===== config.mk =====
export PLATFORM = sky130hd
export DESIGN_NAME = uflt_core
export DESIGN_NICKNAME = d
export VERILOG_FILES = /design/src/uflt_pkg.sv /design/src/uflt_core.sv
export SDC_FILE = /design/constraint.sdc
export NUM_CORES = 1
export LEC_CHECK = 0
export BUFFER_PORTS_ARGS = -buffer_cell sky130_fd_sc_hd__buf_2
export CORE_ASPECT_RATIO = 1.75
export CORE_UTILIZATION = 44
export DETAILED_ROUTE_END_ITERATION = 12
export GPL_ROUTABILITY_DRIVEN = 0
export GPL_TIMING_DRIVEN = 1
export PLACE_DENSITY = 0.66
export SYNTH_ARGS = -nofsm -noshare
export SYNTH_HDL_FRONTEND = slang
export SYNTH_SLANG_ARGS = --single-unit

===== constraint.sdc =====
create_clock -name MCLK -period 3.5 [get_ports MCLK]
set_input_delay 0.525 -clock MCLK [delete_from_list [all_inputs] [get_ports MCLK]]
set_output_delay 0.525 -clock MCLK [all_outputs]
set_load 0.005 [all_outputs]

===== src/uflt_pkg.sv =====
// Package with register map, field layout and types for the UART level and turn-around block.
`default_nettype none
package uflt_pkg;
  localparam logic [7:0] OFS_TX_LVL = 8'h00;
  localparam logic [7:0] OFS_RX_LVL = 8'h04;
  localparam logic [7:0] OFS_FLOW_HI = 8'h08;
  localparam logic [7:0] OFS_FLOW_LO = 8'h0c;
  localparam logic [7:0] OFS_PRESC = 8'h10;
  localparam logic [7:0] OFS_TURN = 8'h14;
  localparam logic [7:0] OFS_CTRL = 8'h18;
  localparam logic [7:0] OFS_STAT = 8'h1c;
  localparam logic [7:0] OFS_IRQ_STAT = 8'h20;
  localparam logic [7:0] OFS_IRQ_MASK = 8'h24;
  localparam logic [7:0] RST_LEVEL = 8'h00;
  localparam logic [3:0] RST_PRESC = 4'h0;
  localparam logic [7:0] LVL_MIN = 8'h01;
  localparam logic [7:0] LVL_MAX = 8'h80;
  localparam int CTRL_NINE = 0;
  localparam int CTRL_DTR_SEL = 3;
  localparam int CTRL_AUTO_RTS = 6;
  localparam int CTRL_FIFO128 = 7;
  localparam int IRQ_W = 4;
  localparam int IRQ_TX = 0;
  localparam int IRQ_RX = 1;
  localparam int IRQ_FLOW = 2;
  localparam int IRQ_TURN = 3;
  typedef enum logic [1:0] {
    UFLT_IDLE = 2'b00,
    UFLT_TX = 2'b01,
    UFLT_COUNT = 2'b10
  } uflt_dir_e;
  typedef struct packed {
    logic [7:0] tx_fill;
    logic [7:0] rx_fill;
    logic tx_busy;
    logic bit_tick;
  } uflt_in_s;
endpackage
`default_nettype wire


===== src/uflt_core.sv =====
// Threshold registers, flow control and RS-485 turn-around logic with an APB slave.
//
// Register access over APB and the placing of the registers were decided locally.
`default_nettype none
//
// Behaviour
// - The transmit trigger level is an 8-bit register used for the transmit DMA request and interrupt, 1 to 128.
// - The receive trigger level is an 8-bit register used for the receive DMA request and interrupt, 1 to 128.
// - Codes 0x00 and 0x01 both mean level 1, 0x80 means 128, and codes between mean themselves.
// - The levels apply only while 128-entry FIFO mode is selected.
// - An 8-bit upper receive threshold tells flow control when the sender must stop.
// - An 8-bit lower receive threshold tells flow control when the sender may resume.
// - The same upper and lower thresholds serve hardware and software flow control.
// - The prescaler is four bits in the low nibble, reset to zero, with bits 7:4 reserved.
// - In 9-bit mode one modem output line controls the external driver direction.
// - After the last bit leaves the shift register the turn-around delay is loaded and counted down.
// - The delay counts whole bit periods and is eight bits wide.
// - When the count reaches zero the direction line goes low for reception.
// - 9-bit operation is entered only while its enable bit is set.
// - A select bit picks the request line when clear and the terminal-ready line when set.
// - Automatic request flow control raises the request line above the upper threshold and lowers it below the lower one; here it rises at the upper one too.
module uflt_core
  import uflt_pkg::*;
#(
  parameter int LVL_W = 8
) (
  input wire logic MCLK,
  input wire logic RST,
  input wire logic PSEL,
  input wire logic PENABLE,
  input wire logic PWRITE,
  input wire logic [7:0] PADDR,
  input wire logic [31:0] PWDATA,
  output logic [31:0] PRDATA,
  output logic PREADY,
  output logic PSLVERR,
  input wire uflt_in_s UART_IN,
  output logic TX_DMA_REQ,
  output logic RX_DMA_REQ,
  output logic REQUEST_LINE,
  output logic TERMINAL_READY_LINE,
  output logic SW_FLOW_STOP,
  output logic [3:0] PRESCALE,
  output logic IRQ
);

  function automatic logic [LVL_W-1:0] lvl_decode(input logic [7:0] code);
    if (code < LVL_MIN) begin
      lvl_decode = LVL_W'(LVL_MIN);
    end else if (code > LVL_MAX) begin
      lvl_decode = LVL_W'(LVL_MAX);
    end else begin
      lvl_decode = LVL_W'(code);
    end
  endfunction

  function automatic logic addr_hit(input logic en, input logic [7:0] addr,
                                    input logic [7:0] ofs);
    addr_hit = en && (addr == ofs);
  endfunction

  logic [7:0] tx_lvl_r;
  logic [7:0] rx_lvl_r;
  logic [7:0] flow_hi_r;
  logic [7:0] flow_lo_r;
  logic [3:0] presc_r;
  logic [7:0] turn_r;
  logic [7:0] ctrl_r;
  logic [7:0] cnt_r;
  logic [IRQ_W-1:0] irq_stat_r;
  logic [IRQ_W-1:0] irq_mask_r;
  logic flow_stop_r;
  logic tx_busy_d_r;
  logic dir_r;
  logic [31:0] rdata_r;
  uflt_dir_e st_r;
  uflt_dir_e st_nxt;
  logic wr_en;
  logic rd_en;
  logic addr_ok;
  logic mode128;
  logic tx_trig;
  logic rx_trig;
  logic last_bit_out;
  logic [IRQ_W-1:0] irq_ev;
  logic [IRQ_W-1:0] irq_stat_nxt;
  logic [31:0] rdata_nxt;
  logic nine_on;
  logic count_done;
  logic cnt_load;
  logic cnt_step;
  logic [LVL_W-1:0] tx_level;
  logic [LVL_W-1:0] rx_level;
  logic [LVL_W-1:0] hi_level;
  logic [LVL_W-1:0] lo_level;

  assign wr_en = PSEL && PENABLE && PWRITE;
  assign rd_en = PSEL && PENABLE && !PWRITE;
  assign PREADY = 1'b1;
  assign PSLVERR = PSEL && PENABLE && !addr_ok;
  assign mode128 = ctrl_r[CTRL_FIFO128];

  always_comb begin
    unique case (PADDR)
      OFS_TX_LVL,
      OFS_RX_LVL,
      OFS_FLOW_HI,
      OFS_FLOW_LO,
      OFS_PRESC,
      OFS_TURN,
      OFS_CTRL,
      OFS_STAT,
      OFS_IRQ_STAT,
      OFS_IRQ_MASK: begin
        addr_ok = 1'b1;
      end
      default: begin
        addr_ok = 1'b0;
      end
    endcase
  end

  // Decoded levels: codes below one read as one, codes above the top read as the top.
  assign tx_level = lvl_decode(tx_lvl_r);
  assign rx_level = lvl_decode(rx_lvl_r);
  assign hi_level = lvl_decode(flow_hi_r);
  assign lo_level = lvl_decode(flow_lo_r);

  // Trigger comparisons against the decoded levels.
  assign tx_trig = mode128 && (UART_IN.tx_fill < tx_level);
  assign rx_trig = mode128 && (UART_IN.rx_fill >= rx_level);
  assign TX_DMA_REQ = tx_trig;
  assign RX_DMA_REQ = rx_trig;

  always_ff @(posedge MCLK or posedge RST) begin
    if (RST) begin
      tx_lvl_r <= RST_LEVEL;
    end else if (addr_hit(wr_en, PADDR, OFS_TX_LVL)) begin
      tx_lvl_r <= PWDATA[7:0];
    end
  end

  always_ff @(posedge MCLK or posedge RST) begin
    if (RST) begin
      rx_lvl_r <= RST_LEVEL;
    end else if (addr_hit(wr_en, PADDR, OFS_RX_LVL)) begin
      rx_lvl_r <= PWDATA[7:0];
    end
  end

  always_ff @(posedge MCLK or posedge RST) begin
    if (RST) begin
      flow_hi_r <= RST_LEVEL;
    end else if (addr_hit(wr_en, PADDR, OFS_FLOW_HI)) begin
      flow_hi_r <= PWDATA[7:0];
    end
  end

  always_ff @(posedge MCLK or posedge RST) begin
    if (RST) begin
      flow_lo_r <= RST_LEVEL;
    end else if (addr_hit(wr_en, PADDR, OFS_FLOW_LO)) begin
      flow_lo_r <= PWDATA[7:0];
    end
  end

  always_ff @(posedge MCLK or posedge RST) begin
    if (RST) begin
      presc_r <= RST_PRESC;
    end else if (addr_hit(wr_en, PADDR, OFS_PRESC)) begin
      presc_r <= PWDATA[3:0];
    end
  end

  always_ff @(posedge MCLK or posedge RST) begin
    if (RST) begin
      turn_r <= RST_LEVEL;
    end else if (addr_hit(wr_en, PADDR, OFS_TURN)) begin
      turn_r <= PWDATA[7:0];
    end
  end

  always_ff @(posedge MCLK or posedge RST) begin
    if (RST) begin
      ctrl_r <= RST_LEVEL;
    end else if (addr_hit(wr_en, PADDR, OFS_CTRL)) begin
      ctrl_r <= PWDATA[7:0];
    end
  end

  always_ff @(posedge MCLK or posedge RST) begin
    if (RST) begin
      irq_mask_r <= '0;
    end else if (addr_hit(wr_en, PADDR, OFS_IRQ_MASK)) begin
      irq_mask_r <= PWDATA[IRQ_W-1:0];
    end
  end

  assign PRESCALE = presc_r;

  // One flow-control state drives both the request line and the in-band stop.
  always_ff @(posedge MCLK or posedge RST) begin
    if (RST) begin
      flow_stop_r <= 1'b0;
    end else if (!mode128) begin
      flow_stop_r <= 1'b0;
    end else if (UART_IN.rx_fill >= hi_level) begin
      flow_stop_r <= 1'b1;
    end else if (UART_IN.rx_fill < lo_level) begin
      flow_stop_r <= 1'b0;
    end
  end

  assign SW_FLOW_STOP = flow_stop_r;

  // Registered copy of the busy level; its falling edge marks the last bit leaving.
  always_ff @(posedge MCLK or posedge RST) begin
    if (RST) begin
      tx_busy_d_r <= 1'b0;
    end else begin
      tx_busy_d_r <= UART_IN.tx_busy;
    end
  end

  assign last_bit_out = tx_busy_d_r && !UART_IN.tx_busy;
  assign nine_on = ctrl_r[CTRL_NINE];
  assign count_done = nine_on && (st_r == UFLT_COUNT) && (cnt_r == '0) && !UART_IN.tx_busy;
  assign cnt_load = nine_on && (st_r == UFLT_TX) && last_bit_out;
  assign cnt_step = nine_on && (st_r == UFLT_COUNT) && !UART_IN.tx_busy && (cnt_r != '0)
    && UART_IN.bit_tick;

  // Direction sequencer: high while sending, then counts bit ticks before releasing.
  always_comb begin
    st_nxt = st_r;
    if (!nine_on) begin
      st_nxt = UFLT_IDLE;
    end else begin
      unique case (st_r)
        UFLT_IDLE: begin
          if (UART_IN.tx_busy) begin
            st_nxt = UFLT_TX;
          end
        end
        UFLT_TX: begin
          if (last_bit_out) begin
            st_nxt = UFLT_COUNT;
          end
        end
        UFLT_COUNT: begin
          if (UART_IN.tx_busy) begin
            st_nxt = UFLT_TX;
          end else if (cnt_r == '0) begin
            st_nxt = UFLT_IDLE;
          end
        end
        default: begin
          st_nxt = UFLT_IDLE;
        end
      endcase
    end
  end

  always_ff @(posedge MCLK or posedge RST) begin
    if (RST) begin
      st_r <= UFLT_IDLE;
    end else begin
      st_r <= st_nxt;
    end
  end

  // Turn-around counter: loaded when the last bit has left, then one step per bit period.
  always_ff @(posedge MCLK or posedge RST) begin
    if (RST) begin
      cnt_r <= '0;
    end else if (cnt_load) begin
      cnt_r <= turn_r;
    end else if (cnt_step) begin
      cnt_r <= cnt_r - 8'h01;
    end
  end

  // Direction level: raised when sending starts, dropped once the count has run out.
  always_ff @(posedge MCLK or posedge RST) begin
    if (RST) begin
      dir_r <= 1'b0;
    end else if (!nine_on) begin
      dir_r <= 1'b0;
    end else if (st_r == UFLT_IDLE && UART_IN.tx_busy) begin
      dir_r <= 1'b1;
    end else if (count_done) begin
      dir_r <= 1'b0;
    end
  end

  // Line selection: the chosen line carries direction; request keeps flow control when terminal-ready is chosen, else terminal-ready stays low.
  always_comb begin
    REQUEST_LINE = flow_stop_r && ctrl_r[CTRL_AUTO_RTS];
    TERMINAL_READY_LINE = 1'b0;
    if (ctrl_r[CTRL_NINE]) begin
      if (ctrl_r[CTRL_DTR_SEL]) begin
        TERMINAL_READY_LINE = dir_r;
      end else begin
        REQUEST_LINE = dir_r;
      end
    end
  end

  assign irq_ev[IRQ_TX] = tx_trig;
  assign irq_ev[IRQ_RX] = rx_trig;
  assign irq_ev[IRQ_FLOW] = flow_stop_r;
  assign irq_ev[IRQ_TURN] = count_done;

  // Sticky status: a read clears only the bits that it returned, so no event is lost.
  always_comb begin
    irq_stat_nxt = irq_stat_r | irq_ev;
    if (addr_hit(rd_en, PADDR, OFS_IRQ_STAT)) begin
      irq_stat_nxt = (irq_stat_r & ~rdata_r[IRQ_W-1:0]) | irq_ev;
    end
  end

  always_ff @(posedge MCLK or posedge RST) begin
    if (RST) begin
      irq_stat_r <= '0;
    end else begin
      irq_stat_r <= irq_stat_nxt;
    end
  end

  assign IRQ = |(irq_stat_r & irq_mask_r);

  // Read data is taken in the setup cycle and stands through the access phase.
  always_comb begin
    unique case (PADDR)
      OFS_TX_LVL: begin
        rdata_nxt = {24'h0, tx_lvl_r};
      end
      OFS_RX_LVL: begin
        rdata_nxt = {24'h0, rx_lvl_r};
      end
      OFS_FLOW_HI: begin
        rdata_nxt = {24'h0, flow_hi_r};
      end
      OFS_FLOW_LO: begin
        rdata_nxt = {24'h0, flow_lo_r};
      end
      OFS_PRESC: begin
        rdata_nxt = {28'h0, presc_r};
      end
      OFS_TURN: begin
        rdata_nxt = {24'h0, turn_r};
      end
      OFS_CTRL: begin
        rdata_nxt = {24'h0, ctrl_r};
      end
      OFS_STAT: begin
        rdata_nxt = {20'h0, cnt_r, 1'b0, flow_stop_r, dir_r, st_r[0]};
      end
      OFS_IRQ_STAT: begin
        rdata_nxt = {28'h0, irq_stat_r};
      end
      OFS_IRQ_MASK: begin
        rdata_nxt = {28'h0, irq_mask_r};
      end
      default: begin
        rdata_nxt = '0;
      end
    endcase
  end

  always_ff @(posedge MCLK or posedge RST) begin
    if (RST) begin
      rdata_r <= '0;
    end else if (PSEL && !PENABLE && !PWRITE) begin
      rdata_r <= rdata_nxt;
    end
  end

  assign PRDATA = rdata_r;

endmodule // uflt_core
`default_nettype wire


## Yosys cells after proc, flatten, opt, wreduce, memory -nomap -nowiden

Cells that the tools add are included.

| word-level totals | value |
|---|---|
| memory bits (read-only) | 0 |
| logic and storage cells | 118 |
| bits of input ports | 63 |
| RAM bits | 0 |
| latch bits | 0 |
| register bits after elaboration | 105 |
| output and inout bits | 44 |
| memories | 0 |

| operators by class | value |
|---|---|
| order comparisons | 12 |
| multiply operators | 0 |
| bitwise gates (word level) | 5 |
| add/subtract/negate cells | 1 |
| shift operators | 0 |
| div/mod/pow operators | 0 |
| equality and inequality tests | 16 |
| multiplexer cells | 29 |
| reductions and logical operators | 40 |

Operators by type and width:

| kind | count |
|---|---|
| case mux 12 bit (10 select lines) | 1 |
| two-way mux 8 bit | 10 |
| == test 8 x 5 -> 1 bit, second input constant | 4 |
| > comparator 8 bit, second input constant | 4 |
| < comparator 8 x 1 -> 1 bit, second input constant | 4 |
| logical AND 1 bit | 28 |
| == test 8 x 4 -> 1 bit, second input constant | 2 |
| == test 8 x 6 -> 1 bit, second input constant | 2 |
| >= comparator 8 bit | 2 |
| zero test 8 bit | 2 |
| < comparator 8 bit | 2 |
| two-way mux 1 bit | 11 |
| two-way mux 2 bit | 5 |
| OR reduction 10 bit | 1 |
| AND 4 bit | 2 |
| == test 8 x 3 -> 1 bit, second input constant | 1 |
| bitwise OR 4 bit | 2 |
| nonzero test 8 bit | 1 |
| subtractor 8 x 1 -> 8 bit, second input constant | 1 |
| inequality test 3 x 1 -> 1 bit, second input constant | 2 |
| inequality test 3 bit, second input constant | 2 |
| case mux 2 bit (3 select lines) | 1 |
| zero test 1 bit | 4 |
| two-way mux 4 bit | 1 |
| 8 further kinds | 8 |

## Longest topological paths before layout

Gate-level depths: netlist of the first run.

| depth | value |
|---|---|
| depth in word-level cells | 7 |
| depth in mapped cells | 9 |
| depth with buffers taken out | 9 |

## Least setup slack after synthesis of the first run

OpenSTA, ideal clock, no wires.

| timing | value |
|---|---|
| path type | register -> output |
| start | register tx_lvl_r[7] |
| end | output TX_DMA_REQ |
| path slack | 1.238 ns |
| cell stages (with the launch flop) | 7 |
| arrival time | 1.737 ns |
| buffers on the path | 0 |
| required time | 2.975 ns |
| cells stage by stage | dfrtp_1 -> inv_1 -> nand2_1 -> ha_1 -> a2111oi_0 -> a21oi_1 -> nor4b_1 |

| on the way | value |
|---|---|
| longest elaborated chain between the ends | 5 |

RTL lines:

| item | RTL line | source |
|---|---|---|
| start: declaration | uflt_core.sv:62 | `logic [7:0] tx_lvl_r;` |
| start signal: assignment | uflt_core.sv:139 | `tx_lvl_r <= PWDATA[7:0];` |
| > comparator 8 bit | uflt_core.sv:50 | `end else if (code > LVL_MAX) begin` |
| two-way mux 8 bit | uflt_core.sv:50 |  |
| two-way mux 8 bit * | uflt_core.sv:48 | `if (code < LVL_MIN) begin` |
| < comparator 8 bit * | uflt_core.sv:130 | `assign tx_trig = mode128 && (UART_IN.tx_fill < tx_level);` |
| logical AND 1 bit * | uflt_core.sv:130 |  |
| end: declaration | uflt_core.sv:38 | `output logic TX_DMA_REQ,` |

Every way passes the cells marked *; elsewhere a longest branch is shown, timed or not.

## Worst setup path in the final report of the first run

Ends and elaborated chain as after synthesis.

==> metrics.txt, run 1 <==
Critical Path Sink=TX_DMA_REQ; Relative slew margins=43.1%; critical-path cell list=inv_1 -> nand2_1 -> ha_1 -> a2111oi_0 -> a21oi_1 -> nor4b_1 -> buf_2; Arr. time, crit path=2.48 ns; num ports=107; vias in the first global route=4061; fillers=984; type of the worst setup path=reg2out; number of enable flip-flop cells after synthesis=0; sequential cell area=0.00213 sq mm; first-pass GRT wire length=21800 microns; Post-CTS Resized=0; Hold Crit Class=in2async; Clock Latency Late Sink=0.35 ns; Die ar.=0.0121 sq mm; clock sink total=85; WP depth=7; core box area=0.0112 sq mm; R2R Path End=SW_FLOW_STOP; YS warnings=0; dominant cells by area after synthesis=dfrtp_1, mux2_2, ha_1; Area Overhead vs Synth=13.1%; max-slew violations=0; Max FO, Critical Path=7; critical path's largest stage delay=0.44 ns; slowest stage cell, crit path=dfrtp_1; placement row count=51; 1st-iter DRT viols=342; crit path time final=3.01 ns; outcome=finished clean; Avg Cell Area, Syn=10.7 sq um; fin nets=633; Root Driver=clkbuf_16; share of cells above drive strength 1=26.7%; worst path required time=2.97 ns; Detailed Route WL=13500 microns; fmax=333 MHz; crit share post-route=85.9%; Reg2Reg Depth=9; Top delay family on crit path=compound AO/OA/AOI/OAI gates; CP startpoint kind=register; Synth cell types=60; #FFs+latches synth=85; CP startpoint=tx_lvl_r[7]; number of CTS-inserted buffers=9; CTS Buffer Depth=2; initial antenna violation count=0; Starting Density=45.6%; DRC=0; buffer and inverter count on the worst path=2; Post-synth ARST share=100%; most frequent cells in the layout=dfrtp_1, nand2_1, buf_2, mux2_2, ha_1; Post-Syn Area=0.00512 sq mm; Max Cap Viol=0; RSZ-0062 raised after global routing=no; leak pwr=0.00279 uW; area fraction of the dominant cell type after synthesis=41.5%; r2r setup slk=1.04 ns; largest net degree at the start of global routing=46; setup violators final=0; final hold viol count=0; post-synth top area cell=dfrtp_1; critical path endpoint category=primary output; drt via density=6.00; r2r startpoint=flow_hi_r[5]; DR WL/cell=20.1 microns; footprint of the multi-input gates=0.00280 sq mm; Die X=83.5 microns; setup_tns=0 ns; diode count=0; DR vias=4049; Seq/Total Area, Yosys=41.5%; Final Non-Filler Cells=675; Synth Instances=480; GRT Util Overall=23.9%; Max H-tree Level=3; CTS tree=done; Setup Skew=0.00539 ns; commonest non-fill, non-tap cell in the layout=dfrtp_1; placed cells=659; DP HPWL=10500 microns; Pre-antenna DRT Iters=5; Port Buf Inserts=61; die height=145 microns; DRT antenna net count=0; PwrDens=412 mW/mm^2; clock-pin slew on the worst setup and hold paths=0.06 ns; Peak VDD IR=0.000274 V; Most used DFF post-synth=dfrtp_1; worst-margin pin slew=0.846 ns; WHS=0.296 ns; CTS Hold Bufs=0; post-CTS setup buffer count=0; Overflow after GRT=0
routing by layer:
metal	share of wire, %	global-route usage [%]
met5	0	0
met4	6.1	15.2
met3	5.0	4.20
met2	51	42.4
met1	38	26.5
flip-flops by register name (all words and copies together), names as in the netlist:
register      count
PRDATA           12
PRESCALE          4
SW_FLOW_STOP      1
cnt_r             8
ctrl_r            8
dir_r             1
flow_hi_r         8
flow_lo_r         8
irq_mask_r        4
irq_stat_r        4
rx_lvl_r          8
st_r              2
turn_r            8
tx_busy_d_r       1
tx_lvl_r          8
cells by family (layout without fill, tap and decap cells):
group	count (synthesis)	after routing	synth area share (%)
and+or+nand+nor	146	146	14.2
AOI/OAI and AO/OA	95	95	13.1
buffers and inverters	45	89	5.21
xor gates and xnor gates	3	3	0.513
adders and majority gates	32	32	7.82
DFF	85	85	41.5
other	2	21	0.147
muxes	72	72	17.5
layout make-up:
class	instances	area share (%)
clock buffers	10	4.13
clock inverters	6	1.62
inverters	11	0.735
multi-input cells	369	48.3
flip-flops and latches	85	36.7
well taps	132	2.85
repair buffers	62	5.62
synth_stat cells (all sizes together), types with 3 or more instances:
cell and number:
nand2 64, o21a 3, o211ai 7, nor2 20
mux2i 9, buf 27, nor3 10, mux4 5
nand3b 4, nand3 9, o2bb2ai 6, a211oi 3
o311ai 3, nor3b 3, inv 10, or4 3
a22o 8, a21o 6, a31oi 3, a2111oi 3
and3 3, a21oi 17, or3 4, nor2b 5
mux2 58, clkbuf 7, a22oi 11, nand2b 3
ha 32, nor4 6, o21ai 14, dfrtp 85
and2 5
worst min-delay path by stage:
stage / from / endpoint / cells after the start
floorplan: st_r[1] / dir_r / 1
global placement: PRDATA[5] / PRDATA[5] / 2
detailed placement: PRDATA[7] / PRDATA[7] / 2
finish: RST / PRDATA[4] / 2
CTS: RST / PRDATA[4] / 2
global route: UART_IN[1] / tx_busy_d_r / 1
power by group:
group          total, uW  internal (uW)  switching (uW)
clock               1060            651             407
sequential          1060           1020            39.3
combinational        273            111             162
stage by stage:
| step | total power [uW] | util [%] | setup WS [ns] | cell area (sq um) |
|---|---|---|---|---|
| 2_1_floorplan | 1250 | - | 0.782 | 5190 |
| 3_3_place_gp | 1340 | 48.6 | 0.886 | 5460 |
| 3_5_place_dp | 1350 | 48.6 | 0.812 | 5460 |
| 4_1_cts | 2400 | 51.6 | 0.463 | 5790 |
| 5_1_grt | 2480 | 51.6 | 0.282 | 5790 |
| 6_report | 2390 | 51.6 | 0.493 | 5790 |
Note: power is estimated with default switching activity, not from simulation.
==> run 2: changes to the inputs <==
==> constraint.sdc (replaced) <==
create_clock -name MCLK -period 3 [get_ports MCLK]
set_input_delay 0.45 -clock MCLK [delete_from_list [all_inputs] [get_ports MCLK]]
set_output_delay 0.45 -clock MCLK [all_outputs]
set_load 0.005 [all_outputs]
==> run 2 against run 1 <==
  * Clock-buffer cell count did not move
  * Global-route usage barely moved
  * Critical path type unchanged
  * Combinational power rose by 18%
==> metrics.txt, run 2 (same netlist as run 1, synthesis figures left out) <==
dpl ws=0.373 ns (-0.439 ns); type of the worst setup path=reg2out; max-slew violations=0 (unchanged); placement row count=51 (unchanged); fmax=360 MHz; post-route cell area=0.00581 sq mm (+0.37%); worst path required time=2.55 ns (-0.42 ns); Switching Share=25.3% (-0.21 points); 1st-iter DRT viols=242 (-29%); fillers=1017 (+3.4%); num ports=107 (unchanged); Root Driver=clkbuf_16; DRT antenna net count=0 (unchanged); Cell Area, Placed=0.00548 sq mm (+0.41%); drt via density=5.85 (-2.4%); Relative slew margins=54.2% (+11 points); Clock Latency Late Sink=0.35 ns (about the same); Port Buf Inserts=61 (unchanged); CTS Buffer Depth=2 (unchanged); critical path endpoint category=primary output; Arr. time, crit path=2.33 ns (-0.15 ns); Max Cap Viol=0 (unchanged); sequential share of power=44.5% (+0.2 points); outcome=finished clean; Die ar.=0.0121 sq mm (unchanged); number of CTS-inserted buffers=9 (unchanged); core box area=0.0112 sq mm (unchanged); CP startpoint kind=register; share of cells above drive strength 1=27.5% (+0.77 points); critical-path cell list=inv_2 -> nand2_1 -> ha_1 -> a2111oi_0 -> a21oi_1 -> nor4b_2 -> buf_2; slowest stage cell, crit path=dfrtp_1; Pre-antenna DRT Iters=5 (unchanged); switching power total=699 uW (+15%); worst-margin pin slew=0.686 ns (-0.160 ns); GRT Util Overall=23.9% (+0.030 points); fin nets=636 (+0.47%); crit share post-route=92.7%; worst setup margin=0.220 ns (-0.272 ns); vias in the first global route=4032 (-0.71%); final hold viol count=0 (unchanged); DR WL/cell=20.1 microns (+0.34%); most frequent cells in the layout=dfrtp_1, nand2_1, buf_2, mux2_2, ha_1; Die X=83.5 microns (unchanged); Setup Skew=0.0111 ns (+0.00567 ns); cell-internal power=2070 uW (+16%); Peak VDD IR=0.000316 V (+15%); largest net degree at the start of global routing=49 (+6.5%); Hold Crit Class=in2async; DP HPWL=10600 microns (+1.0%); leak pwr=0.00281 uW (+0.55%); crit path time final=2.78 ns; number of flip-flops under the largest register name=12 (unchanged); setup_tns=0 ns (unchanged); Max H-tree Level=3 (unchanged); setup violators final=0 (unchanged); DR vias=3968 (-2.0%); diode count=0 (unchanged); clock-pin slew on the worst setup and hold paths=0.06 ns (about the same); commonest non-fill, non-tap cell in the layout=dfrtp_1; DRC=0 (unchanged); Detailed Route WL=13600 microns (+0.79%); Gate power share=11.7% (+0.2 points); PwrDens=476 mW/mm^2 (+15%); Final Non-Filler Cells=678 (+0.44%); clock sink total=85 (unchanged); Overflow after GRT=0 (unchanged); Top delay family on crit path=compound AO/OA/AOI/OAI gates; Pwr Total=2770 uW (+16%); RSZ-0062 raised after global routing=no; first-pass GRT wire length=21500 microns (-1.2%); Starting Density=45.6% (unchanged); critical path's largest stage delay=0.45 ns (about the same); Area Overhead vs Synth=13.5%; CTS tree=done; Max FO, Critical Path=7 (unchanged); initial antenna violation count=0 (unchanged); die height=145 microns (unchanged); placed cells=662 (+0.46%); Clk pwr share=43.8% (-0.5 points); buffer and inverter count on the worst path=2 (unchanged)
run 2: cell types whose count changed in the layout (fill, tap and decap cells not counted):
cell / previous run / this run
buf_4: 0 / 3
clkinv_2: 1 / 3
inv_1: 9 / 8
inv_2: 0 / 1
inv_6: 2 / 0
nor4b_1: 1 / 0
nor4b_2: 0 / 1
run 2: power groups by stage:
stage / Combinational (uW) / Sequential, uW / Clock, uW
global route: 359 / 1240 / 1270
detailed placement: 321 / 1250 / 0
global placement: 311 / 1250 / 0
floorplan: 223 / 1240 / 0
finish: 323 / 1230 / 1210
CTS: 323 / 1230 / 1230
run 2: path summary, 6_finish.rpt:
kind | startpoint | end | slack (ns) | cells after the start
max | tx_lvl_r[7] | TX_DMA_REQ | 0.22 | 7
min | RST | rx_lvl_r[0] | 0.19 | 2
max reg2reg | flow_hi_r[5] | SW_FLOW_STOP | 0.55 | 9
min reg2reg | PRDATA[5] | PRDATA[5] | 0.49 | 2
max in group asynchronous | RST | flow_lo_r[7] | 2.14 | 3
min in group MCLK | UART_IN[1] | tx_busy_d_r | 0.27 | 1
run 2: layout make-up:
class / instances / area, sq um / area share [%]
multi-input combinational: 369 / 2800 / 48.2
timing repair buffer: 65 / 348 / 5.98
sequential: 85 / 2130 / 36.6
clock buffer: 10 / 239 / 4.11
inverter: 11 / 42.5 / 0.732
tap: 132 / 165 / 2.84
clock inverter: 6 / 86.3 / 1.49
run 2: worst reg2reg max path, stage by stage (launching register included):
cell and delay [ns]:
dfrtp_1 0.42, nor4_1 0.28, a21oi_1 0.11, nor2_1 0.12
ha_1 0.24, nand2b_1 0.13, a211oi_1 0.26, nor3_1 0.09
a2111oi_0 0.43, o221ai_1 0.22
run 2: metrics by stage:
stage	hold slack [ns]	utilization, %
floorplan	0.454	-
global placement	0.466	48.8
detailed placement	0.483	48.8
CTS	0.204	51.7
global route	0.239	51.7
finish	0.190	51.7
run 2: timing repair:
item | 4_1_cts | 5_1_grt
setup endpoints to repair | 0 | 1
setup buffers | 0 | 0
gates resized for setup | 0 | 2
hold buffers | 0 | 0
run 2: per-layer routing:
| layer | vias to the layer above | GRT usage, % | routed length, microns |
|---|---|---|---|
| li1 | 1859 | - | - |
| met1 | 1933 | 26.2 | 5180 |
| met2 | 142 | 43.2 | 7250 |
| met3 | 34 | 3.06 | 549 |
| met4 | 0 | 16.0 | 668 |
| met5 | - | 0 | 0 |
==> run 3: changes to the inputs <==
--- a/config.mk
+++ b/config.mk
@@ -5,13 +5,16 @@
 export SDC_FILE = /design/constraint.sdc
 export NUM_CORES = 1
 export LEC_CHECK = 0
+export ABC_AREA = 1
 export BUFFER_PORTS_ARGS = -buffer_cell sky130_fd_sc_hd__buf_2
+export CELL_PAD_IN_SITES_DETAIL_PLACEMENT = 0
+export CELL_PAD_IN_SITES_GLOBAL_PLACEMENT = 1
 export CORE_ASPECT_RATIO = 1.75
-export CORE_UTILIZATION = 44
+export CORE_UTILIZATION = 40
 export DETAILED_ROUTE_END_ITERATION = 12
 export GPL_ROUTABILITY_DRIVEN = 0
 export GPL_TIMING_DRIVEN = 1
-export PLACE_DENSITY = 0.66
+export PLACE_DENSITY_LB_ADDON = 0.1
 export SYNTH_ARGS = -nofsm -noshare
 export SYNTH_HDL_FRONTEND = slang
 export SYNTH_SLANG_ARGS = --single-unit
==> run 3 against run 2 <==
  * Via count is 16% higher
  * Critical path type unchanged
  * Sequential power is 4% lower
  * Largest power group unchanged
  * Design area is 2.7% higher
==> metrics.txt, run 3 <==
type of the worst setup path=reg2out; Port Buf Inserts=61 (unchanged); fillers=1290 (+27%); num ports=107 (unchanged); WL met3=578 microns (+5.3%); most frequent cells in the layout=nand2_1, dfrtp_1, inv_1, buf_2, o21ai_1; Setup Skew=0.0120 ns (+0.000963 ns); most frequent CP cell=nand2_1; worst setup margin=0.170 ns (-0.0501 ns); largest net degree at the start of global routing=51 (+4.1%); post-synth top area cell=dfrtp_1; fin nets=842 (+32%); DR vias=4620 (+16%); number of flip-flops under the largest register name=12 (unchanged); Most used DFF post-synth=dfrtp_1; Avg Cell Area, Syn=7.63 sq um (-28%); number of enable flip-flop cells after synthesis=0 (unchanged); GRT Util Overall=24.4% (+0.48 points); R2R Path End=irq_stat_r[1]; Seq/Total Area, Yosys=41.2% (-0.32 points); max-slew violations=0 (unchanged); Root Driver=clkbuf_16; critical path's largest stage delay=0.42 ns (-0.03 ns); placement row count=54 (+5.9%); Hold Crit Class=in2async; Area Overhead vs Synth=15.7%; slowest stage cell, crit path=dfrtp_1; Post-Syn Area=0.00516 sq mm (+0.78%); DR WL/cell=16.6 microns (-17%); Peak VDD IR=0.000224 V (-29%); count leader, synth=nand2_1; initial antenna violation count=0 (unchanged); CTS Hold Bufs=0 (unchanged); CTS Buffer Depth=2 (unchanged); outcome=finished clean; worst path required time=2.55 ns (about the same); Starting Density=41.3% (-4.3 points); r2r setup slk=0.85 ns (+0.30 ns); diode count=0 (unchanged); dpl ws=0.450 ns (+0.0774 ns); leak pwr=0.00293 uW (+4.4%); CP startpoint kind=register; Top Layer Used=met4; #FFs+latches synth=85 (unchanged); Detailed Route WL=15300 microns (+12%); PwrDens=415 mW/mm^2 (-13%); Die X=87.9 microns (+5.2%); Reg2Reg Depth=14 (+5); Top delay family on crit path=simple AND/OR/NAND/NOR gates; CTS tree=done; clock sink total=85 (unchanged); Max FO, Critical Path=5 (-2); buffer and inverter count on the worst path=3 (+1); Synth cell types=34 (-43%); DP HPWL=11900 microns (+12%); area fraction of the dominant cell type after synthesis=41.2% (-0.32 points); Post-synth ARST share=100% (unchanged); Arr. time, crit path=2.38 ns (+0.05 ns); critical path endpoint category=primary output; Pre-antenna DRT Iters=5 (unchanged); Synth Instances=676 (+41%); Clock Latency Late Sink=0.35 ns (about the same); share of cells above drive strength 1=17.8% (-9.7 points); CP startpoint=rx_lvl_r[2]; wire length on met2=7990 microns (+10%); first-pass GRT wire length=24200 microns (+12%); Die ar.=0.0134 sq mm (+11%); Overflow after GRT=0 (unchanged); Max Cap Viol=0 (unchanged); critical-path cell list=nor2_1 -> nand2_1 -> nor4_4 -> nor2_2 -> inv_2 -> nand2_1 -> ha_1 -> a21oi_2 -> o21ai_1 -> nand2_1 -> o2111ai_2 -> nand2_1 -> inv_1 -> buf_2; vias in the first global route=4533 (+12%); core box area=0.0125 sq mm (+11%); DRT antenna net count=0 (unchanged); clock-pin slew on the worst setup and hold paths=0.07 ns (about the same); 1st-iter DRT viols=265 (+9.5%); crit path time final=2.83 ns (+0.0501 ns); Max H-tree Level=3 (unchanged); r2r startpoint=rx_lvl_r[2]; dominant cells by area after synthesis=dfrtp_1, nand2_1, ha_1; most instantiated cells after synthesis=nand2_1, dfrtp_1, inv_1; setup violators final=0 (unchanged); drt via density=5.02 (-14%); commonest non-fill, non-tap cell in the layout=nand2_1; Util after Layout=47.8% (-4.0 points); worst-margin pin slew=0.649 ns (-0.0375 ns); final hold viol count=0 (unchanged); DRC=0 (unchanged); number of CTS-inserted buffers=9 (unchanged); crit share post-route=94.3% (+1.7 points); Relative slew margins=56.7% (+2.5 points); Post-Route M1 WL=6190 microns (+20%); YS warnings=0 (unchanged); die height=152 microns (+5.2%); fmax=353 MHz (-1.8%)
## run 3: cell families after synthesis
kind of cell / after synthesis / synth area share [%]
and+or+nand+nor: 309 / 25.6
AOI/OAI and AO/OA: 130 / 14.5
buffers and inverters: 112 / 9.82
DFF: 85 / 41.2
adders and majority gates: 32 / 7.76
xor gates and xnor gates: 6 / 1.02
other: 2 / 0.146
## run 3: what timing repair did
action	in CTS	in global routing
endpoints found under the setup margin	0	1
setup buffers	0	6
resized for setup	0	11
## run 3: final cells by class
type	instances	area [sq um]	share of cell area, %
multi-input cells	498	2660	44.5
well taps	168	210	3.52
clock buffers	9	225	3.77
repair buffers	69	378	6.33
clock inverters	7	56.3	0.943
inverters	84	317	5.30
flip-flops and latches	85	2130	35.6
## run 3: worst max path at each step
stage               depth (start not counted)    endpoint
finish                                     14  RX_DMA_REQ
global route                               14  RX_DMA_REQ
CTS                                        14  RX_DMA_REQ
detailed placement                         14  RX_DMA_REQ
global placement                           14  RX_DMA_REQ
floorplan                                   1   PRDATA[0]
## run 3: per-stage QoR
step	total power, uW	instances	setup TNS (ns)	instance area, sq um	hold WS, ns
after global placement	1410	898	0	5580	0.459
after detailed placement	1420	898	0	5580	0.461
final	2470	920	0	5970	0.167
after global routing	2570	920	-0.0352	5970	0.216
after CTS	2480	914	0	5870	0.186
after floorplan	1340	695	0	5230	0.446
## run 3: worst register-to-register path: cells and delay by family, from the launching register on
kind            cells  cell delay (ns)
fa+ha+maj           1             0.30
simple gates        8             0.80
flops               1             0.42
buf+inv             2             0.19
compound gates      3             0.30
## run 3: per-layer routing
layer  GRT usage, %  up-vias
li1               -     2312
met1           29.0     2165
met2           42.1      114
met3           3.68       29
met4           11.1        0
met5              0        -
## run 3: power breakdown
part	leakage [uW]	total [uW]	internal, uW	switching, uW
registers	0.00115	1180	1160	15.9
clock network	0.000137	1070	571	496
logic	0.00165	230	76.8	153
